### config.mk
export PLATFORM = sky130hd
export DESIGN_NAME = nand_port_host
export DESIGN_NICKNAME = d
export VERILOG_FILES = /design/src/rtl/nand_port_pkg.sv /design/src/rtl/nand_port_host.sv
export VERILOG_INCLUDE_DIRS = /design/src /design/src/rtl
export SDC_FILE = /design/constraint.sdc
export NUM_CORES = 1
export LEC_CHECK = 0
export BUFFER_PORTS_ARGS = -buffer_cell sky130_fd_sc_hd__clkbuf_2
export CAP_MARGIN = 10
export CORE_AREA = 2 2 108 130
export CTS_CLUSTER_SIZE = 10
export DETAILED_ROUTE_END_ITERATION = 16
export DIE_AREA = 0 0 110 132
export PLACE_DENSITY = 0.79
export SETUP_SLACK_MARGIN = 0.1
export SLEW_MARGIN = 20
export SYNTH_ARGS = -nofsm -noshare
export SYNTH_HDL_FRONTEND = slang
export SYNTH_SLANG_ARGS = --single-unit
export TNS_END_PERCENT = 30
### constraint.sdc
create_clock -name ref_clk -period 3.3 [get_ports ref_clk]
set_input_delay 0.33 -clock ref_clk [delete_from_list [all_inputs] [get_ports ref_clk]]
set_output_delay 0.33 -clock ref_clk [all_outputs]
set_load 0.02 [all_outputs]
### src/rtl/nand_port_defines.svh
// Constants for the NAND bus port controller
// Operation
// - Eight shared lines carry command, address, data
// - Command latched on write strobe rise, CLE
// - Address latched on write strobe rise, ALE
// - Data latched on write strobe rise otherwise
// - Read strobe cycle no faster than 42 ns
// - Operations chosen by documented command codes
// - Four address cycles; erase uses three rows
`ifndef NAND_PORT_DEFINES_SVH
`define NAND_PORT_DEFINES_SVH

// ----------------------------------------------------------------
// Command codes
// ----------------------------------------------------------------
`define CMD_READ_A 8'h00
`define CMD_READ_B 8'h01
`define CMD_READ_SPARE 8'h50
`define CMD_READ_ID 8'h90
`define CMD_RESET 8'hFF
`define CMD_PROG 8'h80
`define CMD_PROG_GO 8'h10
`define CMD_ERASE 8'h60
`define CMD_ERASE_GO 8'hD0
`define CMD_STATUS 8'h70

// ----------------------------------------------------------------
// Timing, 100 MHz clock
// ----------------------------------------------------------------
`define CLK_PERIOD_NS 10
`define READ_CYCLE_NS 42
`define READ_CYCLE_CYC ((`READ_CYCLE_NS + `CLK_PERIOD_NS - 1) / `CLK_PERIOD_NS)
`define STROBE_LOW_CYC 2
`define PAGE_BYTES 528
`define BUSY_WAIT_CYC 4
`define BUSY_TIMEOUT_US 4000
`define BUSY_TIMEOUT_CYC (`BUSY_TIMEOUT_US * 1000 / `CLK_PERIOD_NS)

`endif

### src/rtl/nand_port_pkg.sv
// Types for the NAND bus port controller
package nand_port_pkg;

    // Operations requested by the user side
    typedef enum logic [2:0] {
        OP_READ,
        OP_PROGRAM,
        OP_ERASE,
        OP_STATUS,
        OP_RESET,
        OP_READ_ID
    } op_t;

    // One user request
    typedef struct packed {
        op_t op;
        logic spare;
        logic half_b;
        logic [7:0] column;
        logic [16:0] row;
        logic [9:0] count;
    } req_t;

    // Pins driven toward the flash
    typedef struct packed {
        logic ce_n;
        logic cle;
        logic ale;
        logic we_n;
        logic output_strobe_n;
        logic wp_n;
        logic [7:0] bus_o;
        logic bus_oe;
    } pins_t;

    typedef enum logic [3:0] {
        ST_IDLE,
        ST_CMD,
        ST_ADDR,
        ST_WDATA,
        ST_CMD2,
        ST_WAIT,
        ST_RDATA,
        ST_DONE
    } state_t;

endpackage

### src/rtl/nand_port_host.sv
// Controller that drives a byte-wide NAND flash through its pins
`include "nand_port_defines.svh"

module nand_port_host #(
    parameter int BYTE_CAP = `PAGE_BYTES,
    parameter int TIMEOUT_CYC = `BUSY_TIMEOUT_CYC
) (
    input wire logic ref_clk,
    input wire logic resetn,
    input wire logic req_valid,
    output logic req_ready,
    input wire nand_port_pkg::req_t req,
    input wire logic wr_valid,
    output logic wr_ready,
    input wire logic [7:0] wr_data,
    output logic rd_valid,
    input wire logic rd_ready,
    output logic [7:0] rd_data,
    output logic done,
    output logic timeout,
    input wire logic write_enable,
    output nand_port_pkg::pins_t pins,
    input wire logic [7:0] shared_bus_lines_i,
    input wire logic ready_busy_i
);

    // Counts beyond the field widths would wrap silently
    if (BYTE_CAP < 1 || BYTE_CAP > 1023 ||
        TIMEOUT_CYC < 16 || TIMEOUT_CYC > 16777215) begin : g_bad_params
        $error("nand_port_host: unsupported parameters");
    end

    localparam logic [4:0] RCYC = 5'(`READ_CYCLE_CYC);
    localparam logic [4:0] LOWC = 5'(`STROBE_LOW_CYC);
    // First tick of the low phase at which a read byte may be taken
    localparam logic [4:0] SAMPLE_TICK = RCYC - LOWC - 5'h01;

    // ----------------------------------------------------------------
    // State record
    // ----------------------------------------------------------------
    typedef struct packed {
        nand_port_pkg::state_t st;
        nand_port_pkg::req_t r;
        nand_port_pkg::pins_t p;
        logic [2:0] acnt;
        logic [9:0] bcnt;
        logic [4:0] tick;
        logic [23:0] wait_cnt;
        logic [2:0] rb_sync;
        logic rb_q;
        logic [7:0] bus_sync1;
        logic [7:0] bus_sync2;
        logic [7:0] bus_sync3;
        logic [7:0] buf0;
        logic [7:0] buf1;
        logic [1:0] fill;
        logic done;
        logic timeout;
    } core_t;

    core_t s_q, s_d;

    // First command byte of each operation
    function automatic logic [7:0] first_cmd(input nand_port_pkg::req_t r);
        case (r.op)
            nand_port_pkg::OP_READ: first_cmd = r.spare ? `CMD_READ_SPARE :
                (r.half_b ? `CMD_READ_B : `CMD_READ_A);
            nand_port_pkg::OP_PROGRAM: first_cmd = `CMD_PROG;
            nand_port_pkg::OP_ERASE: first_cmd = `CMD_ERASE;
            nand_port_pkg::OP_STATUS: first_cmd = `CMD_STATUS;
            nand_port_pkg::OP_READ_ID: first_cmd = `CMD_READ_ID;
            default: first_cmd = `CMD_RESET;
        endcase
    endfunction

    // Number of address cycles; erase skips the column
    function automatic logic [2:0] addr_cycles(input nand_port_pkg::op_t op);
        case (op)
            nand_port_pkg::OP_READ, nand_port_pkg::OP_PROGRAM: addr_cycles = 3'h4;
            nand_port_pkg::OP_ERASE: addr_cycles = 3'h3;
            nand_port_pkg::OP_READ_ID: addr_cycles = 3'h1;
            default: addr_cycles = 3'h0;
        endcase
    endfunction

    // Address byte for cycle index, column first then three rows
    function automatic logic [7:0] addr_byte(input nand_port_pkg::req_t r, input logic [2:0] i);
        logic [2:0] k;
        k = (r.op == nand_port_pkg::OP_ERASE) ? 3'(i + 3'h1) : i;
        case (k)
            3'h0: addr_byte = (r.op == nand_port_pkg::OP_READ_ID) ? 8'h00 : r.column;
            3'h1: addr_byte = r.row[7:0];
            3'h2: addr_byte = r.row[15:8];
            default: addr_byte = {7'h00, r.row[16]};
        endcase
    endfunction

    // ----------------------------------------------------------------
    // Next-state logic
    // ----------------------------------------------------------------
    always_comb begin
        logic strobe_end, pop;
        strobe_end = (s_q.tick == 5'h00);
        pop = rd_valid && rd_ready;
        s_d = s_q;
        s_d.done = 1'b0;
        // Ready/busy through three flops, change once last two agree
        s_d.rb_sync = {s_q.rb_sync[1:0], ready_busy_i};
        if (s_q.rb_sync[2] == s_q.rb_sync[1]) begin
            s_d.rb_q = s_q.rb_sync[2];
        end
        s_d.bus_sync1 = shared_bus_lines_i;
        s_d.bus_sync2 = s_q.bus_sync1;
        s_d.bus_sync3 = s_q.bus_sync2;
        if (s_q.tick != 5'h00) begin
            s_d.tick = s_q.tick - 5'h01;
        end
        // Buffer drain: shift the older word out
        if (pop) begin
            s_d.buf0 = s_q.buf1;
            s_d.fill = s_q.fill - 2'h1;
        end
        s_d.p.wp_n = write_enable;
        case (s_q.st)
            nand_port_pkg::ST_IDLE: begin
                s_d.p.ce_n = 1'b1;
                s_d.p.bus_oe = 1'b0;
                if (req_valid) begin
                    s_d.r = req;
                    s_d.timeout = 1'b0;
                    s_d.p.ce_n = 1'b0;
                    s_d.p.cle = 1'b1;
                    s_d.p.we_n = 1'b0;
                    s_d.p.bus_o = first_cmd(req);
                    s_d.p.bus_oe = 1'b1;
                    s_d.tick = LOWC;
                    s_d.acnt = 3'h0;
                    s_d.bcnt = 10'h000;
                    s_d.st = nand_port_pkg::ST_CMD;
                end
            end
            nand_port_pkg::ST_CMD, nand_port_pkg::ST_ADDR, nand_port_pkg::ST_CMD2: begin
                if (strobe_end && !s_q.p.we_n) begin
                    s_d.p.we_n = 1'b1; // Rising edge latches the byte
                    s_d.tick = LOWC;
                end else if (strobe_end) begin
                    s_d.p.cle = 1'b0;
                    s_d.p.ale = 1'b0;
                    if (s_q.st == nand_port_pkg::ST_CMD2 ||
                        (s_q.st == nand_port_pkg::ST_CMD && s_q.r.op == nand_port_pkg::OP_RESET)) begin
                        s_d.p.bus_oe = 1'b0;
                        s_d.wait_cnt = 24'(`BUSY_WAIT_CYC);
                        s_d.st = nand_port_pkg::ST_WAIT;
                    end else if (s_q.acnt < addr_cycles(s_q.r.op)) begin
                        s_d.p.ale = 1'b1;
                        s_d.p.we_n = 1'b0;
                        s_d.p.bus_o = addr_byte(s_q.r, s_q.acnt);
                        s_d.acnt = s_q.acnt + 3'h1;
                        s_d.tick = LOWC;
                        s_d.st = nand_port_pkg::ST_ADDR;
                    end else if (s_q.r.op == nand_port_pkg::OP_ERASE) begin
                        s_d.p.cle = 1'b1;
                        s_d.p.we_n = 1'b0;
                        s_d.p.bus_o = `CMD_ERASE_GO;
                        s_d.tick = LOWC;
                        s_d.st = nand_port_pkg::ST_CMD2;
                    end else if (s_q.r.op == nand_port_pkg::OP_PROGRAM) begin
                        s_d.st = nand_port_pkg::ST_WDATA;
                    end else if (s_q.r.op == nand_port_pkg::OP_READ) begin
                        s_d.p.bus_oe = 1'b0;
                        s_d.wait_cnt = 24'(`BUSY_WAIT_CYC);
                        s_d.st = nand_port_pkg::ST_WAIT; // Page fetch
                    end else begin
                        s_d.p.bus_oe = 1'b0;
                        s_d.st = nand_port_pkg::ST_RDATA;
                    end
                end
            end
            nand_port_pkg::ST_WDATA: begin
                if (strobe_end && !s_q.p.we_n) begin
                    s_d.p.we_n = 1'b1;
                    s_d.tick = LOWC;
                    s_d.bcnt = s_q.bcnt + 10'h001;
                end else if (strobe_end && s_q.bcnt == s_q.r.count) begin
                    s_d.p.cle = 1'b1;
                    s_d.p.we_n = 1'b0;
                    s_d.p.bus_o = `CMD_PROG_GO;
                    s_d.tick = LOWC;
                    s_d.st = nand_port_pkg::ST_CMD2;
                end else if (strobe_end && wr_valid) begin
                    s_d.p.we_n = 1'b0;
                    s_d.p.bus_o = wr_data;
                    s_d.tick = LOWC;
                end
            end
            nand_port_pkg::ST_WAIT: begin
                // Device runs the operation alone; chip stays selected
                s_d.wait_cnt = s_q.wait_cnt + 24'h000001;
                if (s_q.wait_cnt[23:3] == 21'h0) begin
                    s_d.wait_cnt = (s_q.wait_cnt == 24'h0) ? 24'h8 : s_q.wait_cnt - 24'h1;
                end else if (s_q.rb_q) begin
                    // Ready again, next command allowed
                    s_d.st = (s_q.r.op == nand_port_pkg::OP_READ) ?
                        nand_port_pkg::ST_RDATA : nand_port_pkg::ST_DONE;
                end else if (s_q.wait_cnt >= 24'(TIMEOUT_CYC)) begin
                    s_d.timeout = 1'b1;
                    s_d.st = nand_port_pkg::ST_DONE;
                end
            end
            nand_port_pkg::ST_RDATA: begin
                if (!s_q.p.output_strobe_n && s_q.tick <= SAMPLE_TICK &&
                    s_q.bus_sync2 == s_q.bus_sync3) begin
                    // Byte counts once the last two bus flops agree
                    s_d.p.output_strobe_n = 1'b1;
                    if (pop) begin
                        // One word leaves as one arrives, so fill is unchanged
                        s_d.fill = s_q.fill;
                        if (s_q.fill == 2'h1) s_d.buf0 = s_q.bus_sync3;
                        else s_d.buf1 = s_q.bus_sync3;
                    end else begin
                        if (s_q.fill == 2'h0) s_d.buf0 = s_q.bus_sync3;
                        else s_d.buf1 = s_q.bus_sync3;
                        s_d.fill = s_q.fill + 2'h1;
                    end
                    s_d.bcnt = s_q.bcnt + 10'h001;
                end else if (strobe_end && s_q.p.output_strobe_n) begin
                    if (s_q.bcnt == s_q.r.count) begin
                        s_d.st = nand_port_pkg::ST_DONE;
                    end else if (s_d.fill != 2'h2) begin
                        // Stall by reader holds strobe high; no byte lost
                        s_d.p.output_strobe_n = 1'b0;
                        s_d.tick = RCYC;
                    end
                end
            end
            nand_port_pkg::ST_DONE: begin
                if (s_q.fill == 2'h0) begin
                    s_d.done = 1'b1;
                    s_d.p.ce_n = 1'b1;
                    s_d.st = nand_port_pkg::ST_IDLE;
                end
            end
            default: s_d.st = nand_port_pkg::ST_IDLE;
        endcase
        if (!resetn) begin
            s_d = '0;
            s_d.st = nand_port_pkg::ST_IDLE;
            s_d.p.ce_n = 1'b1;
            s_d.p.we_n = 1'b1;
            s_d.p.output_strobe_n = 1'b1;
            s_d.rb_sync = 3'h7;
            s_d.rb_q = 1'b1;
        end
    end

    always_ff @(posedge ref_clk) begin
        s_q <= s_d;
    end

    // ----------------------------------------------------------------
    // Outputs
    // ----------------------------------------------------------------
    assign req_ready = (s_q.st == nand_port_pkg::ST_IDLE);
    assign wr_ready = (s_q.st == nand_port_pkg::ST_WDATA) && (s_q.tick == 5'h00) &&
        s_q.p.we_n && (s_q.bcnt != s_q.r.count);
    assign rd_valid = (s_q.fill != 2'h0);
    assign rd_data = s_q.buf0;
    assign done = s_q.done;
    assign timeout = s_q.timeout;
    assign pins = s_q.p;
endmodule

== Word-level counts from Yosys, hierarchy flattened ==
Cells that the tools add are included.
Widths: inputs -> output; s select.
Word-level totals
  bits in registers: 149
  input bits: 63
  output and inout bits: 28
  logic and storage cells: 253
Operators by class
  add/sub/neg operators: 7
  $lt $le $gt $ge: 3
  eq/ne operators: 54
  multiplexer cells: 110
  bitwise operators: 1
  reductions and logical operators: 49
Operator list (count)
  $mux 24: 8
  $mux 8: 12
  $mux 4: 15
  $mux 5: 12
  $mux 18: 3
  $pmux 24 s2: 1
  $pmux 8 s3: 2
  $mux 46: 1
  $ne 2x2->1 const B: 20
  $pmux 8 s5: 1
  $ne 3x3->1 const B: 10
  $pmux 10 s3: 1
  $mux 29: 1
  $mux 1: 27
  $mux 27: 1
  $mux 3: 9
  $add 24x1->24 const B: 1
  $ge 24x19->1 const B: 1
  $logic_not 24->1: 1
  $mux 12: 2
  $pmux 4 s6: 1
  $reduce_and 6->1: 4
  $sub 24x1->24 const B: 1
  $logic_not 21->1: 1
  other kinds (47): 88

== Logic depth before layout (Yosys ltp) ==
  depth in word-level cells: 13
  depth in mapped cells: 11
  mapped depth without buffers: 9

== Worst setup path after synthesis ==
No wires, ideal clock.
  kind: reg-to-reg
  start: register s_q[144] (netlist name)
  end: register s_q (netlist bit pins[2])
  setup time: 0.119 ns
  arrival time: 2.559 ns
  data required time: 3.181 ns
  setup slack: 0.622 ns
  stages on the path, launching flop included: 11
  path buffers: 1
  cells stage by stage: dfxtp_1 clkbuf_1 nor3b_2 inv_2 ha_1 o21a_1 nor2_1 o22ai_1 a21boi_1 o311ai_0 o221a_2
Between the ends
  cells in the longest elaborated chain, start to end: 13
  elaborated cells on any way between the ends: 28
  classes of those cells: order compare (1); eq/ne (8); mux (13); reduce/logical (6)
RTL lines
  from (decl): line nand_port_host.sv:61  | core_t s_q, s_d;
  from (signal assigned): line nand_port_host.sv:257  | s_q <= s_d;
  $eq 3x1->1 / $logic_not 3->1 (equally long branches): line nand_port_host.sv:78  | case (op)
  $reduce_or 2->1: line nand_port_host.sv:78
  $pmux 3 s3: line nand_port_host.sv:78
  $mux 3: line nand_port_host.sv:149  | if (s_q.st == nand_port_pkg::ST_CMD2 ||
  $mux 3: line nand_port_host.sv:146  | end else if (strobe_end) begin
  $mux 3: line nand_port_host.sv:143  | if (strobe_end && !s_q.p.we_n) begin
  $mux 3: line nand_port_host.sv:124  | case (s_q.st)
  $lt 3x3->1: line nand_port_host.sv:154  | end else if (s_q.acnt < addr_cycles(s_q.r.op)) begin
  $mux 8: line nand_port_host.sv:154
  $mux 8: line nand_port_host.sv:149
  $mux 12: line nand_port_host.sv:146
  $mux 12: line nand_port_host.sv:143
  $pmux 8 s3: line nand_port_host.sv:124
Several ways; a longest one is shown, not always the timed one. The select of a mux whose other input is x is not followed.
A chain may end at the register's enable or synchronous reset.

== Worst setup path after layout ==
  start: register s_q[72] (netlist name)
  end: output port wr_ready
Between the ends
  cells in the longest elaborated chain, start to end: 4
RTL lines
  $logic_not 5->1: line nand_port_host.sv:264  | assign wr_ready = (s_q.st == nand_port_pkg::ST_WDATA) && (s_q.tick == 5'h00) &&
  $logic_and 1x1->1 (2 in a row): line nand_port_host.sv:264
  $logic_and 1x1->1: line nand_port_host.sv:265  | s_q.p.we_n && (s_q.bcnt != s_q.r.count);
  to (decl): line nand_port_host.sv:14  | output logic wr_ready,
No other way between the ends.

==> metrics.cfg <==
[critical_path]
slowest_delay_ns=0.66
crit_chain=inv_1 -> ha_1 -> nor4b_2 -> buf_4 -> and2_1 -> and3_1 -> clkbuf_2
cp-start-kind=register
critPathRequiredTime_ns=2.97
end_kind=output port
cp.arrival_ns=2.61
worst-path-max-fanout=9
crit_family=simple AND/OR/NAND/NOR gates
path_class=reg -> out
critical_path_buf_inv_count=3
critPathSlowestCell=nor4b_2

[place]
dpl.hpwl_um=14000
gp_congestion=0.916
port_buffers=90

[synthesis]
synth_compound_area_share_pct=22.9
synth-main-ff-cell=dfxtp_1
synthSimpleGateAreaFrac_pct=25.1
synth_area_um2=7660
synthesis.nets=1039
muxShareOfSynthArea_pct=1.19
synth_cells=963
yosysSeqAreaShare_pct=38.1
async_flop_share_pct=0
avgSynthCellArea_um2=7.96
synth_edf_count=0
yosys_warnings=0
post_synth_xor_area_fraction_pct=4.11
synth_fa_ha_area_share_pct=2.25
synth_cell_types=79
synth_top_family_by_area=simple AND/OR/NAND/NOR gates
synth-seq-cells=146

[cells_and_area]
final_common_cell=dfxtp_1
multiInputGateArea_um2=4280
areaGrowthSynthToFinish_pct=14.2
ff_latch_area_um2=2920
diodes=0
fin_nets=1096
layout_common_cells=146 x dfxtp_1, 132 x nand2_1, 94 x a21oi_1
drive_above_1_share_pct=17.4
fillers=1108

[grt]
grt_pass1_vias=6609
grt_max_degree=52
grt_pass1_wl_um=31900
gr-usage-all-layers_pct=27.4
overflow=0
antenna_found_initial=0

[route]
totalWireLength_um=19700
ant_nets=0
dr.first_iter.drc_count=726
first_pass_iters=5
wl_per_cell_um=16.4
vias=7248
vias_per_cell=6.03
drc=0

[clock_network]
cts.sinks=146
insertion_delay_ns=0.43
clk_path_buf_depth=2
cts_root_buf=clkbuf_16
numCtsBuffers=17
hold_buffers=0
htreeDepth=4
cts_tree=yes
cts_resized=0
cts_setup_buffers=0
cts.clk_slew.worst_paths_ns=0.07

[job]
cap_violations=0

[floorplan]
die_area_um2=14500
start_util_pct=58.2
num_io_pins=91
chipHeight_um=132
num_rows=46
die_w_um=110
coreArea_um2=13200

[sta]
max-slew-margin-rel_pct=39.5
fin_tns_setup_ns=0
setup_viol=0
finalCriticalPeriod_ns=2.94
worst_slew_pin_slew_ns=0.898
rsz0062_at_grt=no
fmax_mhz=340
fin_crit_sh_pct=89.1
worst_hold_slack_ns=0.0865
hold_viol=0
clock_skew_ns=0.00810
slew_viol_final=0

[power_and_ir_drop]
peakVddDrop_mv=0.376
p_leak_nw=3.52
p_per_area_nw_per_um2=744

[hold_path]
hp-class=in -> reg

[status]
status=finished clean

==> synthesized netlist by cell type, types with 8 or more instances <==
| master | count | area [um2] |
|---|---|---|
| o21ai_0 | 51 | 255 |
| nor3_1 | 34 | 170 |
| a21oi_1 | 94 | 470 |
| nand2_1 | 132 | 495 |
| xnor2_1 | 13 | 114 |
| mux2i_1 | 8 | 80.1 |
| a31oi_1 | 18 | 113 |
| and2_1 | 33 | 206 |
| nor4_1 | 12 | 75.1 |
| a211oi_1 | 12 | 90.1 |
| dfxtp_1 | 146 | 2920 |
| nand3_1 | 30 | 150 |
| xor2_1 | 23 | 201 |
| o211ai_1 | 10 | 75.1 |
| inv_1 | 26 | 97.6 |
| nor2b_1 | 11 | 68.8 |
| buf_4 | 23 | 173 |
| nor2_1 | 68 | 255 |
| ha_1 | 13 | 163 |
| clkbuf_1 | 45 | 169 |
| nand4_1 | 10 | 62.6 |
| and3_1 | 9 | 56.3 |
==> per-layer routing <==
layer,global-route usage (%),vias to the layer above,part of all wire (%)
met4,10.4,0,2.5
met5,0,-,0
li1,-,3560,-
met3,4.89,39,6.6
met2,46.3,306,50
met1,34.2,3343,41
==> through the flow <==
stage	utilization [%]	total power [mW]	worst slack [ns]	std cells	area, um2
final	66.4	6.51	0.360	1201	8750
after global placement	61.7	4.53	0.340	1169	8130
after CTS	66.3	6.49	0.225	1201	8740
after floorplan	-	3.97	0.622	963	7660
after detailed placement	61.7	4.56	0.264	1169	8130
after global routing	66.4	6.87	0.150	1201	8750
==> report_power, final <==
part	leakage, nW	total [mW]	switching [mW]	internal (mW)
sequential	1.19	2.27	0.274	1.99
clock	0.292	1.92	0.893	1.03
combinational	2.04	2.33	1.44	0.890
==> flip-flops by register name (all words and copies together) (netlist names) <==
signal   cells
done         1
pins        15
rd_data      8
s_q        121
timeout      1
==> cells by family (layout without fill, tap and decap cells) <==
family	count (synthesis)	count (layout)
buffers and inverters	104	174
adders and majority gates	14	14
DFF	146	146
and+or+nand+nor	383	383
muxes	9	9
AOI/OAI and AO/OA	271	271
xor gates and xnor gates	36	36
==> final timing paths <==
path,startpoint,endpoint,slack (ns),cells past startpoint
setup / recovery,s_q[72],wr_ready,0.36,7
hold / removal,ready_busy_i,s_q[45],0.09,2
setup reg to reg,s_q[143],pins[2],0.41,9
hold reg to reg,s_q[45],s_q[46],0.42,1
==> layout make-up <==
class                           instances  share of cell area (%)
Tap cell                              168                    2.40
Multi-Input combinational cell        713                    48.9
Inverter                               28                    1.20
Clock buffer                           17                    4.86
Sequential cell                       146                    33.4
Clock inverter                         15                    2.03
Timing Repair Buffer                  114                    7.20
No activity file was read; power rests on OpenSTA's default activity.
